$ cat src/indicator_pkg.sv
// Constants, register map and shared types of the radio status indicator
`default_nettype none
package indicator_pkg;

  // ---------------------------------------------------------------
  // Register map
  // ---------------------------------------------------------------
  localparam int unsigned ADDR_W        = 6;
  localparam int unsigned DATA_W        = 8;
  localparam logic [5:0]  TRX_CTRL_OFS  = 6'h04;
  localparam logic [5:0]  EXT_CTRL_OFS  = 6'h17;
  localparam logic [7:0]  TRX_CTRL_RST  = 8'h22;
  localparam logic [7:0]  EXT_CTRL_RST  = 8'h00;
  localparam logic [7:0]  EXT_CTRL_WMSK = 8'hF7;
  localparam logic [7:0]  UNMAPPED_RD   = 8'h00;

  // Field positions
  localparam int unsigned FE_EN_BIT     = 7;
  localparam int unsigned RXS_PIN_BIT   = 6;
  localparam int unsigned BL_EN_BIT     = 4;
  localparam int unsigned STAMP_EN_BIT  = 7;

  // ---------------------------------------------------------------
  // Timing
  // ---------------------------------------------------------------
  localparam int unsigned CLK_PERIOD_NS = 10;
  localparam int unsigned FE_ON_NS      = 6000;
  localparam int unsigned FE_OFF_NS     = 3000;
  localparam int unsigned IND_VALID_NS  = 750;
  localparam int unsigned CNT_W         = 10;
  localparam int unsigned FE_ON_CYC     =
    (FE_ON_NS + CLK_PERIOD_NS - 1) / CLK_PERIOD_NS;
  localparam int unsigned FE_OFF_CYC    =
    (FE_OFF_NS + CLK_PERIOD_NS - 1) / CLK_PERIOD_NS;
  localparam int unsigned IND_VALID_CYC =
    (IND_VALID_NS + CLK_PERIOD_NS - 1) / CLK_PERIOD_NS;
  localparam int unsigned FB_CNT_W      = 8;

  // ---------------------------------------------------------------
  // Types
  // ---------------------------------------------------------------
  typedef enum logic [3:0] {
    FE_RX     = 4'h1,
    FE_ARM    = 4'h2,
    FE_TX     = 4'h4,
    FE_DISARM = 4'h8
  } fe_state_t;

  typedef enum logic [3:0] {
    IND_OFF    = 4'h1,
    IND_WAIT   = 4'h2,
    IND_ACTIVE = 4'h4,
    IND_LOCK   = 4'h8
  } ind_state_t;

  typedef struct packed {
    logic tx_req;
    logic pa_off;
    logic phr_valid;
    logic tx_start;
    logic frame_end;
    logic rx_error;
  } radio_evt_t;

  typedef struct packed {
    logic [7:0] wr_cnt;
    logic [7:0] rd_cnt;
    logic [7:0] len;
  } fb_cnt_t;

endpackage : indicator_pkg
`default_nettype wire

$ cat src/fb_level.sv
// Frame buffer empty flag from write and read counts
`default_nettype none
module fb_level (
  input  wire logic                   clk,
  input  wire logic                   rst_n,
  input  wire indicator_pkg::fb_cnt_t cnt,
  output logic                        empty_q
);
  logic empty_d;

  // Appended status bytes lie beyond len and never count as empty
  always_comb begin
    empty_d = (cnt.rd_cnt >= cnt.wr_cnt) && (cnt.rd_cnt < cnt.len);
  end

  always_ff @(posedge clk or negedge rst_n) begin
    if (!rst_n) begin
      empty_q <= 1'b1;
    end else begin
      empty_q <= empty_d;
    end
  end
endmodule : fb_level
`default_nettype wire

$ cat src/pulse_delay.sv
// Retriggerable delay: done pulses CYCLES edges after start
`default_nettype none
module pulse_delay #(
  parameter int unsigned CYCLES = 1
) (
  input  wire logic clk,
  input  wire logic rst_n,
  input  wire logic start,
  input  wire logic cancel,
  output logic      done
);
  logic [indicator_pkg::CNT_W-1:0] cnt_q;
  logic [indicator_pkg::CNT_W-1:0] cnt_d;
  logic                            busy_q;
  logic                            busy_d;

  always_comb begin
    cnt_d  = cnt_q;
    busy_d = busy_q;
    if (start) begin
      cnt_d  = indicator_pkg::CNT_W'(CYCLES - 1);
      busy_d = 1'b1;
    end else if (cancel || done) begin
      busy_d = 1'b0;
    end else if (busy_q) begin
      cnt_d = cnt_q - 1'b1;
    end
  end

  assign done = busy_q && (cnt_q == '0);

  always_ff @(posedge clk or negedge rst_n) begin
    if (!rst_n) begin
      cnt_q  <= '0;
      busy_q <= 1'b0;
    end else begin
      cnt_q  <= cnt_d;
      busy_q <= busy_d;
    end
  end
endmodule : pulse_delay
`default_nettype wire

$ cat src/radio_status_indicator_pins.sv
// Status pin logic: front-end pair, time-stamp pin, buffer-empty pin
`default_nettype none
module radio_status_indicator_pins (
  input  wire logic                      CORE_CLK,
  input  wire logic                      RST_N,
  input  wire logic                      REG_WR,
  input  wire logic [5:0]                REG_ADDR,
  input  wire logic [7:0]                REG_WDATA,
  output logic      [7:0]                REG_RDATA,
  input  wire indicator_pkg::radio_evt_t RADIO_EVT,
  input  wire logic                      ARET_STATE,
  input  wire logic                      ANT_SW_EN,
  input  wire logic                      ANT_SW_LEVEL,
  input  wire logic                      FB_READ_CMD_DONE,
  input  wire logic                      SEL_N,
  input  wire indicator_pkg::fb_cnt_t    FB_CNT,
  input  wire logic                      IRQ_IN,
  output logic                           FE_CTRL_A,
  output logic                           FE_CTRL_B,
  output logic                           TIME_STAMP_PIN,
  output logic                           HOST_EVENT_PIN
);

  // ---------------------------------------------------------------
  // Register file
  // ---------------------------------------------------------------
  logic [7:0] trx_ctrl_one_q;
  logic [7:0] trx_ctrl_one_d;
  logic [7:0] ext_ctrl_one_q;
  logic [7:0] ext_ctrl_one_d;
  logic [7:0] rdata_d;

  function automatic logic hit(input logic [5:0] a, input logic [5:0] ofs);
    hit = (a == ofs);
  endfunction : hit

  always_comb begin
    trx_ctrl_one_d = trx_ctrl_one_q;
    ext_ctrl_one_d = ext_ctrl_one_q;
    if (REG_WR && hit(REG_ADDR, indicator_pkg::TRX_CTRL_OFS)) begin
      trx_ctrl_one_d = REG_WDATA;
    end
    // Reserved bit 3 is read-only zero
    if (REG_WR && hit(REG_ADDR, indicator_pkg::EXT_CTRL_OFS)) begin
      ext_ctrl_one_d = REG_WDATA & indicator_pkg::EXT_CTRL_WMSK;
    end
    if (hit(REG_ADDR, indicator_pkg::TRX_CTRL_OFS)) begin
      rdata_d = trx_ctrl_one_q;
    end else if (hit(REG_ADDR, indicator_pkg::EXT_CTRL_OFS)) begin
      rdata_d = ext_ctrl_one_q;
    end else begin
      rdata_d = indicator_pkg::UNMAPPED_RD;
    end
  end

  always_ff @(posedge CORE_CLK or negedge RST_N) begin
    if (!RST_N) begin
      trx_ctrl_one_q <= indicator_pkg::TRX_CTRL_RST;
      ext_ctrl_one_q <= indicator_pkg::EXT_CTRL_RST;
      REG_RDATA      <= indicator_pkg::UNMAPPED_RD;
    end else begin
      trx_ctrl_one_q <= trx_ctrl_one_d;
      ext_ctrl_one_q <= ext_ctrl_one_d;
      REG_RDATA      <= rdata_d;
    end
  end

  logic front_end_indicate_en;
  logic rx_start_pin_en;
  logic buffer_empty_ind_en;
  logic retry_tx_stamp_en;

  assign front_end_indicate_en = trx_ctrl_one_q[indicator_pkg::FE_EN_BIT];
  assign rx_start_pin_en       = trx_ctrl_one_q[indicator_pkg::RXS_PIN_BIT];
  assign buffer_empty_ind_en   = trx_ctrl_one_q[indicator_pkg::BL_EN_BIT];
  assign retry_tx_stamp_en     = ext_ctrl_one_q[indicator_pkg::STAMP_EN_BIT];

  // ---------------------------------------------------------------
  // Front-end control pair
  // ---------------------------------------------------------------
  indicator_pkg::fe_state_t fe_q;
  indicator_pkg::fe_state_t fe_d;
  logic                     fe_on_start;
  logic                     fe_off_start;
  logic                     fe_on_done;
  logic                     fe_off_done;
  logic                     tx_ind;
  logic                     fe_a_d;
  logic                     fe_b_d;

  pulse_delay #(
    .CYCLES (indicator_pkg::FE_ON_CYC)
  ) u_fe_on (
    .clk    (CORE_CLK),
    .rst_n  (RST_N),
    .start  (fe_on_start),
    .cancel (1'b0),
    .done   (fe_on_done)
  );

  pulse_delay #(
    .CYCLES (indicator_pkg::FE_OFF_CYC)
  ) u_fe_off (
    .clk    (CORE_CLK),
    .rst_n  (RST_N),
    .start  (fe_off_start),
    .cancel (1'b0),
    .done   (fe_off_done)
  );

  always_comb begin
    fe_d         = fe_q;
    fe_on_start  = 1'b0;
    fe_off_start = 1'b0;
    case (fe_q)
      indicator_pkg::FE_RX: begin
        if (RADIO_EVT.tx_req) begin
          fe_d        = indicator_pkg::FE_ARM;
          fe_on_start = 1'b1;
        end
      end
      indicator_pkg::FE_ARM: begin
        if (fe_on_done) begin
          fe_d = indicator_pkg::FE_TX;
        end
      end
      indicator_pkg::FE_TX: begin
        if (RADIO_EVT.pa_off) begin
          fe_d         = indicator_pkg::FE_DISARM;
          fe_off_start = 1'b1;
        end
      end
      indicator_pkg::FE_DISARM: begin
        if (fe_off_done) begin
          fe_d = indicator_pkg::FE_RX;
        end
      end
      default: fe_d = indicator_pkg::FE_RX;
    endcase
    tx_ind = (fe_d == indicator_pkg::FE_TX) ||
             (fe_d == indicator_pkg::FE_DISARM);
    fe_a_d = front_end_indicate_en && tx_ind;
    fe_b_d = front_end_indicate_en && !tx_ind;
  end

  always_ff @(posedge CORE_CLK or negedge RST_N) begin
    if (!RST_N) begin
      fe_q      <= indicator_pkg::FE_RX;
      FE_CTRL_A <= 1'b0;
      FE_CTRL_B <= 1'b0;
    end else begin
      fe_q      <= fe_d;
      FE_CTRL_A <= fe_a_d;
      FE_CTRL_B <= fe_b_d;
    end
  end

  // ---------------------------------------------------------------
  // Time-stamp pin
  // ---------------------------------------------------------------
  logic stamp_q;
  logic stamp_d;
  logic stamp_set;
  logic ts_pin_d;

  // Interrupt mask plays no part, so stamps show even when masked
  always_comb begin
    stamp_set = rx_start_pin_en &&
                (RADIO_EVT.phr_valid ||
                 (RADIO_EVT.tx_start && ARET_STATE &&
                  retry_tx_stamp_en));
    if (stamp_set) begin
      stamp_d = 1'b1;
    end else if (RADIO_EVT.frame_end || !rx_start_pin_en) begin
      stamp_d = 1'b0;
    end else begin
      stamp_d = stamp_q;
    end
    if (rx_start_pin_en) begin
      ts_pin_d = stamp_d;
    end else if (ANT_SW_EN) begin
      ts_pin_d = ANT_SW_LEVEL;
    end else begin
      ts_pin_d = 1'b0;
    end
  end

  always_ff @(posedge CORE_CLK or negedge RST_N) begin
    if (!RST_N) begin
      stamp_q        <= 1'b0;
      TIME_STAMP_PIN <= 1'b0;
    end else begin
      stamp_q        <= stamp_d;
      TIME_STAMP_PIN <= ts_pin_d;
    end
  end

  // ---------------------------------------------------------------
  // Frame buffer empty indicator on host event pin
  // ---------------------------------------------------------------
  indicator_pkg::ind_state_t ind_q;
  indicator_pkg::ind_state_t ind_d;
  logic                      ind_start;
  logic                      ind_done;
  logic                      fb_empty;
  logic                      host_pin_d;

  pulse_delay #(
    .CYCLES (indicator_pkg::IND_VALID_CYC)
  ) u_ind_valid (
    .clk    (CORE_CLK),
    .rst_n  (RST_N),
    .start  (ind_start),
    .cancel (SEL_N),
    .done   (ind_done)
  );

  fb_level u_fb_level (
    .clk     (CORE_CLK),
    .rst_n   (RST_N),
    .cnt     (FB_CNT),
    .empty_q (fb_empty)
  );

  always_comb begin
    ind_d     = ind_q;
    ind_start = 1'b0;
    case (ind_q)
      indicator_pkg::IND_OFF: begin
        if (buffer_empty_ind_en && FB_READ_CMD_DONE && !SEL_N) begin
          ind_d     = indicator_pkg::IND_WAIT;
          ind_start = 1'b1;
        end
      end
      indicator_pkg::IND_WAIT: begin
        if (SEL_N) begin
          ind_d = indicator_pkg::IND_OFF;
        end else if (RADIO_EVT.rx_error) begin
          ind_d = indicator_pkg::IND_LOCK;
        end else if (ind_done) begin
          ind_d = indicator_pkg::IND_ACTIVE;
        end
      end
      indicator_pkg::IND_ACTIVE: begin
        if (SEL_N) begin
          ind_d = indicator_pkg::IND_OFF;
        end else if (RADIO_EVT.rx_error) begin
          ind_d = indicator_pkg::IND_LOCK;
        end
      end
      indicator_pkg::IND_LOCK: begin
        if (SEL_N) begin
          ind_d = indicator_pkg::IND_OFF;
        end
      end
      default: ind_d = indicator_pkg::IND_OFF;
    endcase
    case (ind_d)
      indicator_pkg::IND_OFF:    host_pin_d = IRQ_IN;
      indicator_pkg::IND_ACTIVE: host_pin_d = fb_empty;
      default:                   host_pin_d = 1'b1;
    endcase
  end

  always_ff @(posedge CORE_CLK or negedge RST_N) begin
    if (!RST_N) begin
      ind_q          <= indicator_pkg::IND_OFF;
      HOST_EVENT_PIN <= 1'b0;
    end else begin
      ind_q          <= ind_d;
      HOST_EVENT_PIN <= host_pin_d;
    end
  end

  // ---------------------------------------------------------------
  // Assertions
  // ---------------------------------------------------------------
  localparam int FE_ON_LO  = 599;
  localparam int FE_ON_HI  = 602;
  localparam int IND_LO    = 74;
  localparam int IND_HI    = 77;

  logic tx_ind_q_chk;

  always_ff @(posedge CORE_CLK or negedge RST_N) begin
    if (!RST_N) begin
      tx_ind_q_chk <= 1'b0;
    end else begin
      tx_ind_q_chk <= tx_ind;
    end
  end
endmodule : radio_status_indicator_pins
`default_nettype wire

$ cat config.mk
export PLATFORM = sky130hd
export DESIGN_NAME = radio_status_indicator_pins
export DESIGN_NICKNAME = d
export VERILOG_FILES = /design/src/indicator_pkg.sv /design/src/fb_level.sv /design/src/pulse_delay.sv /design/src/radio_status_indicator_pins.sv
export SDC_FILE = /design/constraint.sdc
export NUM_CORES = 1
export LEC_CHECK = 0
export BUFFER_PORTS_ARGS = -buffer_cell sky130_fd_sc_hd__buf_2
export CORE_MARGIN = 5
export CORE_UTILIZATION = 30
export DETAILED_ROUTE_END_ITERATION = 12
export RECOVER_POWER = 100
export SLEW_MARGIN = 20
export SYNTH_ARGS = -nofsm -noshare
export SYNTH_HDL_FRONTEND = slang
export SYNTH_SLANG_ARGS = --single-unit
$ cat constraint.sdc
create_clock -name CORE_CLK -period 2 [get_ports CORE_CLK]
set_input_delay 0.1 -clock CORE_CLK [delete_from_list [all_inputs] [get_ports CORE_CLK]]
set_output_delay 0.1 -clock CORE_CLK [all_outputs]
set_load 0.05 [all_outputs]
==> run metrics <==
FF+latch area=1760 um^2; vias per cell=4.82; WL met1=3.47 mm; Hold Crit Class=input pin to flop; DR WL/cell=12.9 um; minimum clock period after layout=1.99 ns; initial antenna violation count=0; Initial DRC Count=86; routed wl met2=3.63 mm; clock latency on the worst-skew pair=0.32 ns; first-pass GRT wire length=13.0 mm; Layout fillers=1163; WHS Path Cells=3; top-level port count=65; register bit total from synthesis=70; worst r2r path cells=5; core area=11500 um^2; vias in the first global route=2950; Residual DRC=0; Slew Limit Fails=0; RSZ-0062 raised after global routing=yes; Rel. slew slack=0.370; Clock Path Buffers=2; Area Overhead vs Synth=25.2%; maxcap violations=0; routability cong.=0.793; Critical Path AT=2.18 ns; via count=2759; share of layout cells above drive strength 1=0.253; initial core utilization=0.309; grt total ovfl=0; area of the multi-input gates=1710 um^2; die height=119 um; Mapped Cells=340; final WL=7.38 mm; row cnt=39; hpwl dp=5.51 mm; Pre-antenna DRT Iters=4; clock slew at reported path FFs=0.06 ns; post-CTS setup buffers=0; number of routed nets with antenna violations=0; setup violators final=0; Syn Std Cell Area=3560 um^2; Final nets=499; WL met3=247 um; chip width=119 um; TritonCTS clock tree=done; syn_nets=414; crit path capture type=flop; CP max FO=4; sequential cell area fraction in the yosys report=0.494; Crit Path Class=flop to flop; Critical Path, Cell by Cell=or4_4 -> or4b_4 -> and2_4 -> xnor2_2 -> nand2_1; Synth Flop Type=dfrtp_1; final hold violation count=0; crit path launch type=flop; Worst Path Required=2.18 ns; antenna diode count=0; setup TNS=0 ns; post-synthesis cell type count=48; largest net degree at the start of global routing=71; TritonCTS Buffers=9; status=complete, no violations; I/O Buffers=64; Clock Skews=0.00940 ns; CTS root buf=clkbuf_16; Post-synth EDFFs=0; Leakage=2.12 nW; Peak VDD IR=0.446 mV; worst-margin pin slew=0.944 ns; die area=14200 um^2; Top Metal Used=met4; WHS=0.0138 ns; CTS Sinks=70; total track usage=0.108; synth warn=0; slowest cell delay on critical path=0.55 ns; FFs w/ async S/R, synth=1.00; Max Fclk=0.502 GHz; H-tree Lvls=3; period utilization=0.997; Tot Pwr=4.23 mW; syn avg cell area=10.5 um^2; slowest CP cell=or4b_4; pwr dens=949 nW/um^2
-- timing repair --
item                                   in CTS  in global routing
resized for setup                           2                  3
setup endpoints to repair                   2                  5
pin swaps                                   0                  4
endpoints found under the hold margin      66                  0
hold buffers                                2                  0
-- layer usage --
| layer | up-vias | GRT usage |
|---|---|---|
| met3 | 2 | 0.0275 |
| li1 | 1377 | - |
| met1 | 1330 | 0.136 |
| met5 | - | 0 |
| met4 | 0 | 0.0333 |
| met2 | 50 | 0.182 |
-- kinds of logic (layout without fill, tap and decap cells) --
group | count (synthesis) | count (layout) | share of synthesized area
fa+ha+maj | 21 | 21 | 0.0738
mux | 18 | 18 | 0.0558
flops | 70 | 70 | 0.494
compound gates | 50 | 50 | 0.0938
xor+xnor | 16 | 16 | 0.0393
buf+inv | 30 | 120 | 0.0316
simple gates | 135 | 135 | 0.212
-- synthesized netlist by cell type, types with 3 or more instances --
cell type  number  area share
mux2_2         15       0.047
nor2_1         32       0.034
a21o_1          6       0.013
nand4b_1        3      0.0074
nand4_1         4      0.0070
dfstp_2         5       0.037
nor3b_1         4      0.0084
a21oi_1        14       0.020
inv_1          28       0.030
or4_1           4      0.0084
mux2i_1         3      0.0084
nor2b_1         4      0.0070
nor4b_1         4      0.0098
and3_1          4      0.0070
xnor2_1        10       0.025
nand2b_1        6       0.011
xor2_1          6       0.015
o21ai_0         7      0.0098
nor4_1          5      0.0088
nand3b_1        3      0.0063
a22o_1          7       0.017
nor3_1          9       0.013
dfrtp_1        65        0.46
ha_1           21       0.074
nand3_1        16       0.022
or3_1           4      0.0070
nand2_1        20       0.021
-- worst max-delay path: cells and delay by family (launching register included) --
| family | cells | cell delay (ns) |
|---|---|---|
| flops | 1 | 0.38 |
| xor+xnor | 1 | 0.12 |
| simple gates | 4 | 1.36 |
-- metrics by stage --
step,area [um^2],util,std cells,setup WS (ns)
floorplan,3560,-,340,0.0568
global placement,4140,0.360,555,0.0578
detailed placement,4140,0.360,555,-0.00958
CTS,4490,0.390,573,0.0243
global route,4460,0.387,573,-0.0421
finish,4460,0.387,573,0.00680
-- cell usage in the layout, fill, tap and decap left out, types with 7 or more instances in the layout --
master | synthesis | routed
nand3_1 | 16 | 16
clkbuf_1 | 2 | 14
o21ai_0 | 7 | 7
nor3_1 | 9 | 9
nand2_1 | 20 | 20
ha_1 | 21 | 21
buf_4 | 0 | 7
dfrtp_1 | 65 | 65
clkbuf_16 | 0 | 9
a21oi_1 | 14 | 14
nor2_1 | 32 | 32
xnor2_1 | 10 | 9
a22o_1 | 7 | 7
buf_2 | 0 | 52
mux2_2 | 15 | 15
inv_1 | 28 | 28
-- path summary, 6_finish.rpt --
kind | from | endpoint | slack, ns
worst min register to register | ext_ctrl_one_q[1] | REG_RDATA[1] | 0.49
min in group asynchronous | RST_N | REG_RDATA[7] | 0.57
max in group asynchronous | RST_N | u_ind_valid.cnt_q[4] | 0.82
worst max-delay path | u_fe_on.cnt_q[3] | u_fe_on.cnt_q[0] | 0.007
worst max register to register | u_fe_on.cnt_q[3] | u_fe_on.cnt_q[0] | 0.007
worst min-delay path | ANT_SW_LEVEL | TIME_STAMP_PIN | 0.01
-- state kept, by name (all words and copies together) (netlist names) --
register and cells:
u_fe_off.cnt_q 10, u_fe_on.cnt_q 10, u_ind_valid.cnt_q 10, REG_RDATA 8, trx_ctrl_one_q 8, ext_ctrl_one_q 7
fe_q 4, ind_q 4, FE_CTRL_A 1, FE_CTRL_B 1, HOST_EVENT_PIN 1, TIME_STAMP_PIN 1
stamp_q 1, u_fb_level.empty_q 1, u_fe_off.busy_q 1, u_fe_on.busy_q 1, u_ind_valid.busy_q 1
-- layout make-up --
type                            instances  share of cell area
Inverter                               28              0.0236
Clock inverter                          5              0.0143
Tap cell                              143              0.0401
Clock buffer                           11              0.0567
Timing Repair Buffer                   76              0.0881
Sequential cell                        70               0.394
Multi-Input combinational cell        240               0.383
-- report_power, final --
part | internal (mW) | total [mW] | switching, mW | leakage [nW]
logic | 0.372 | 0.800 | 0.428 | 1.11
clock network | 1.04 | 1.64 | 0.592 | 0.153
registers | 1.63 | 1.80 | 0.167 | 0.860
Power figures use the tool's default switching activity.
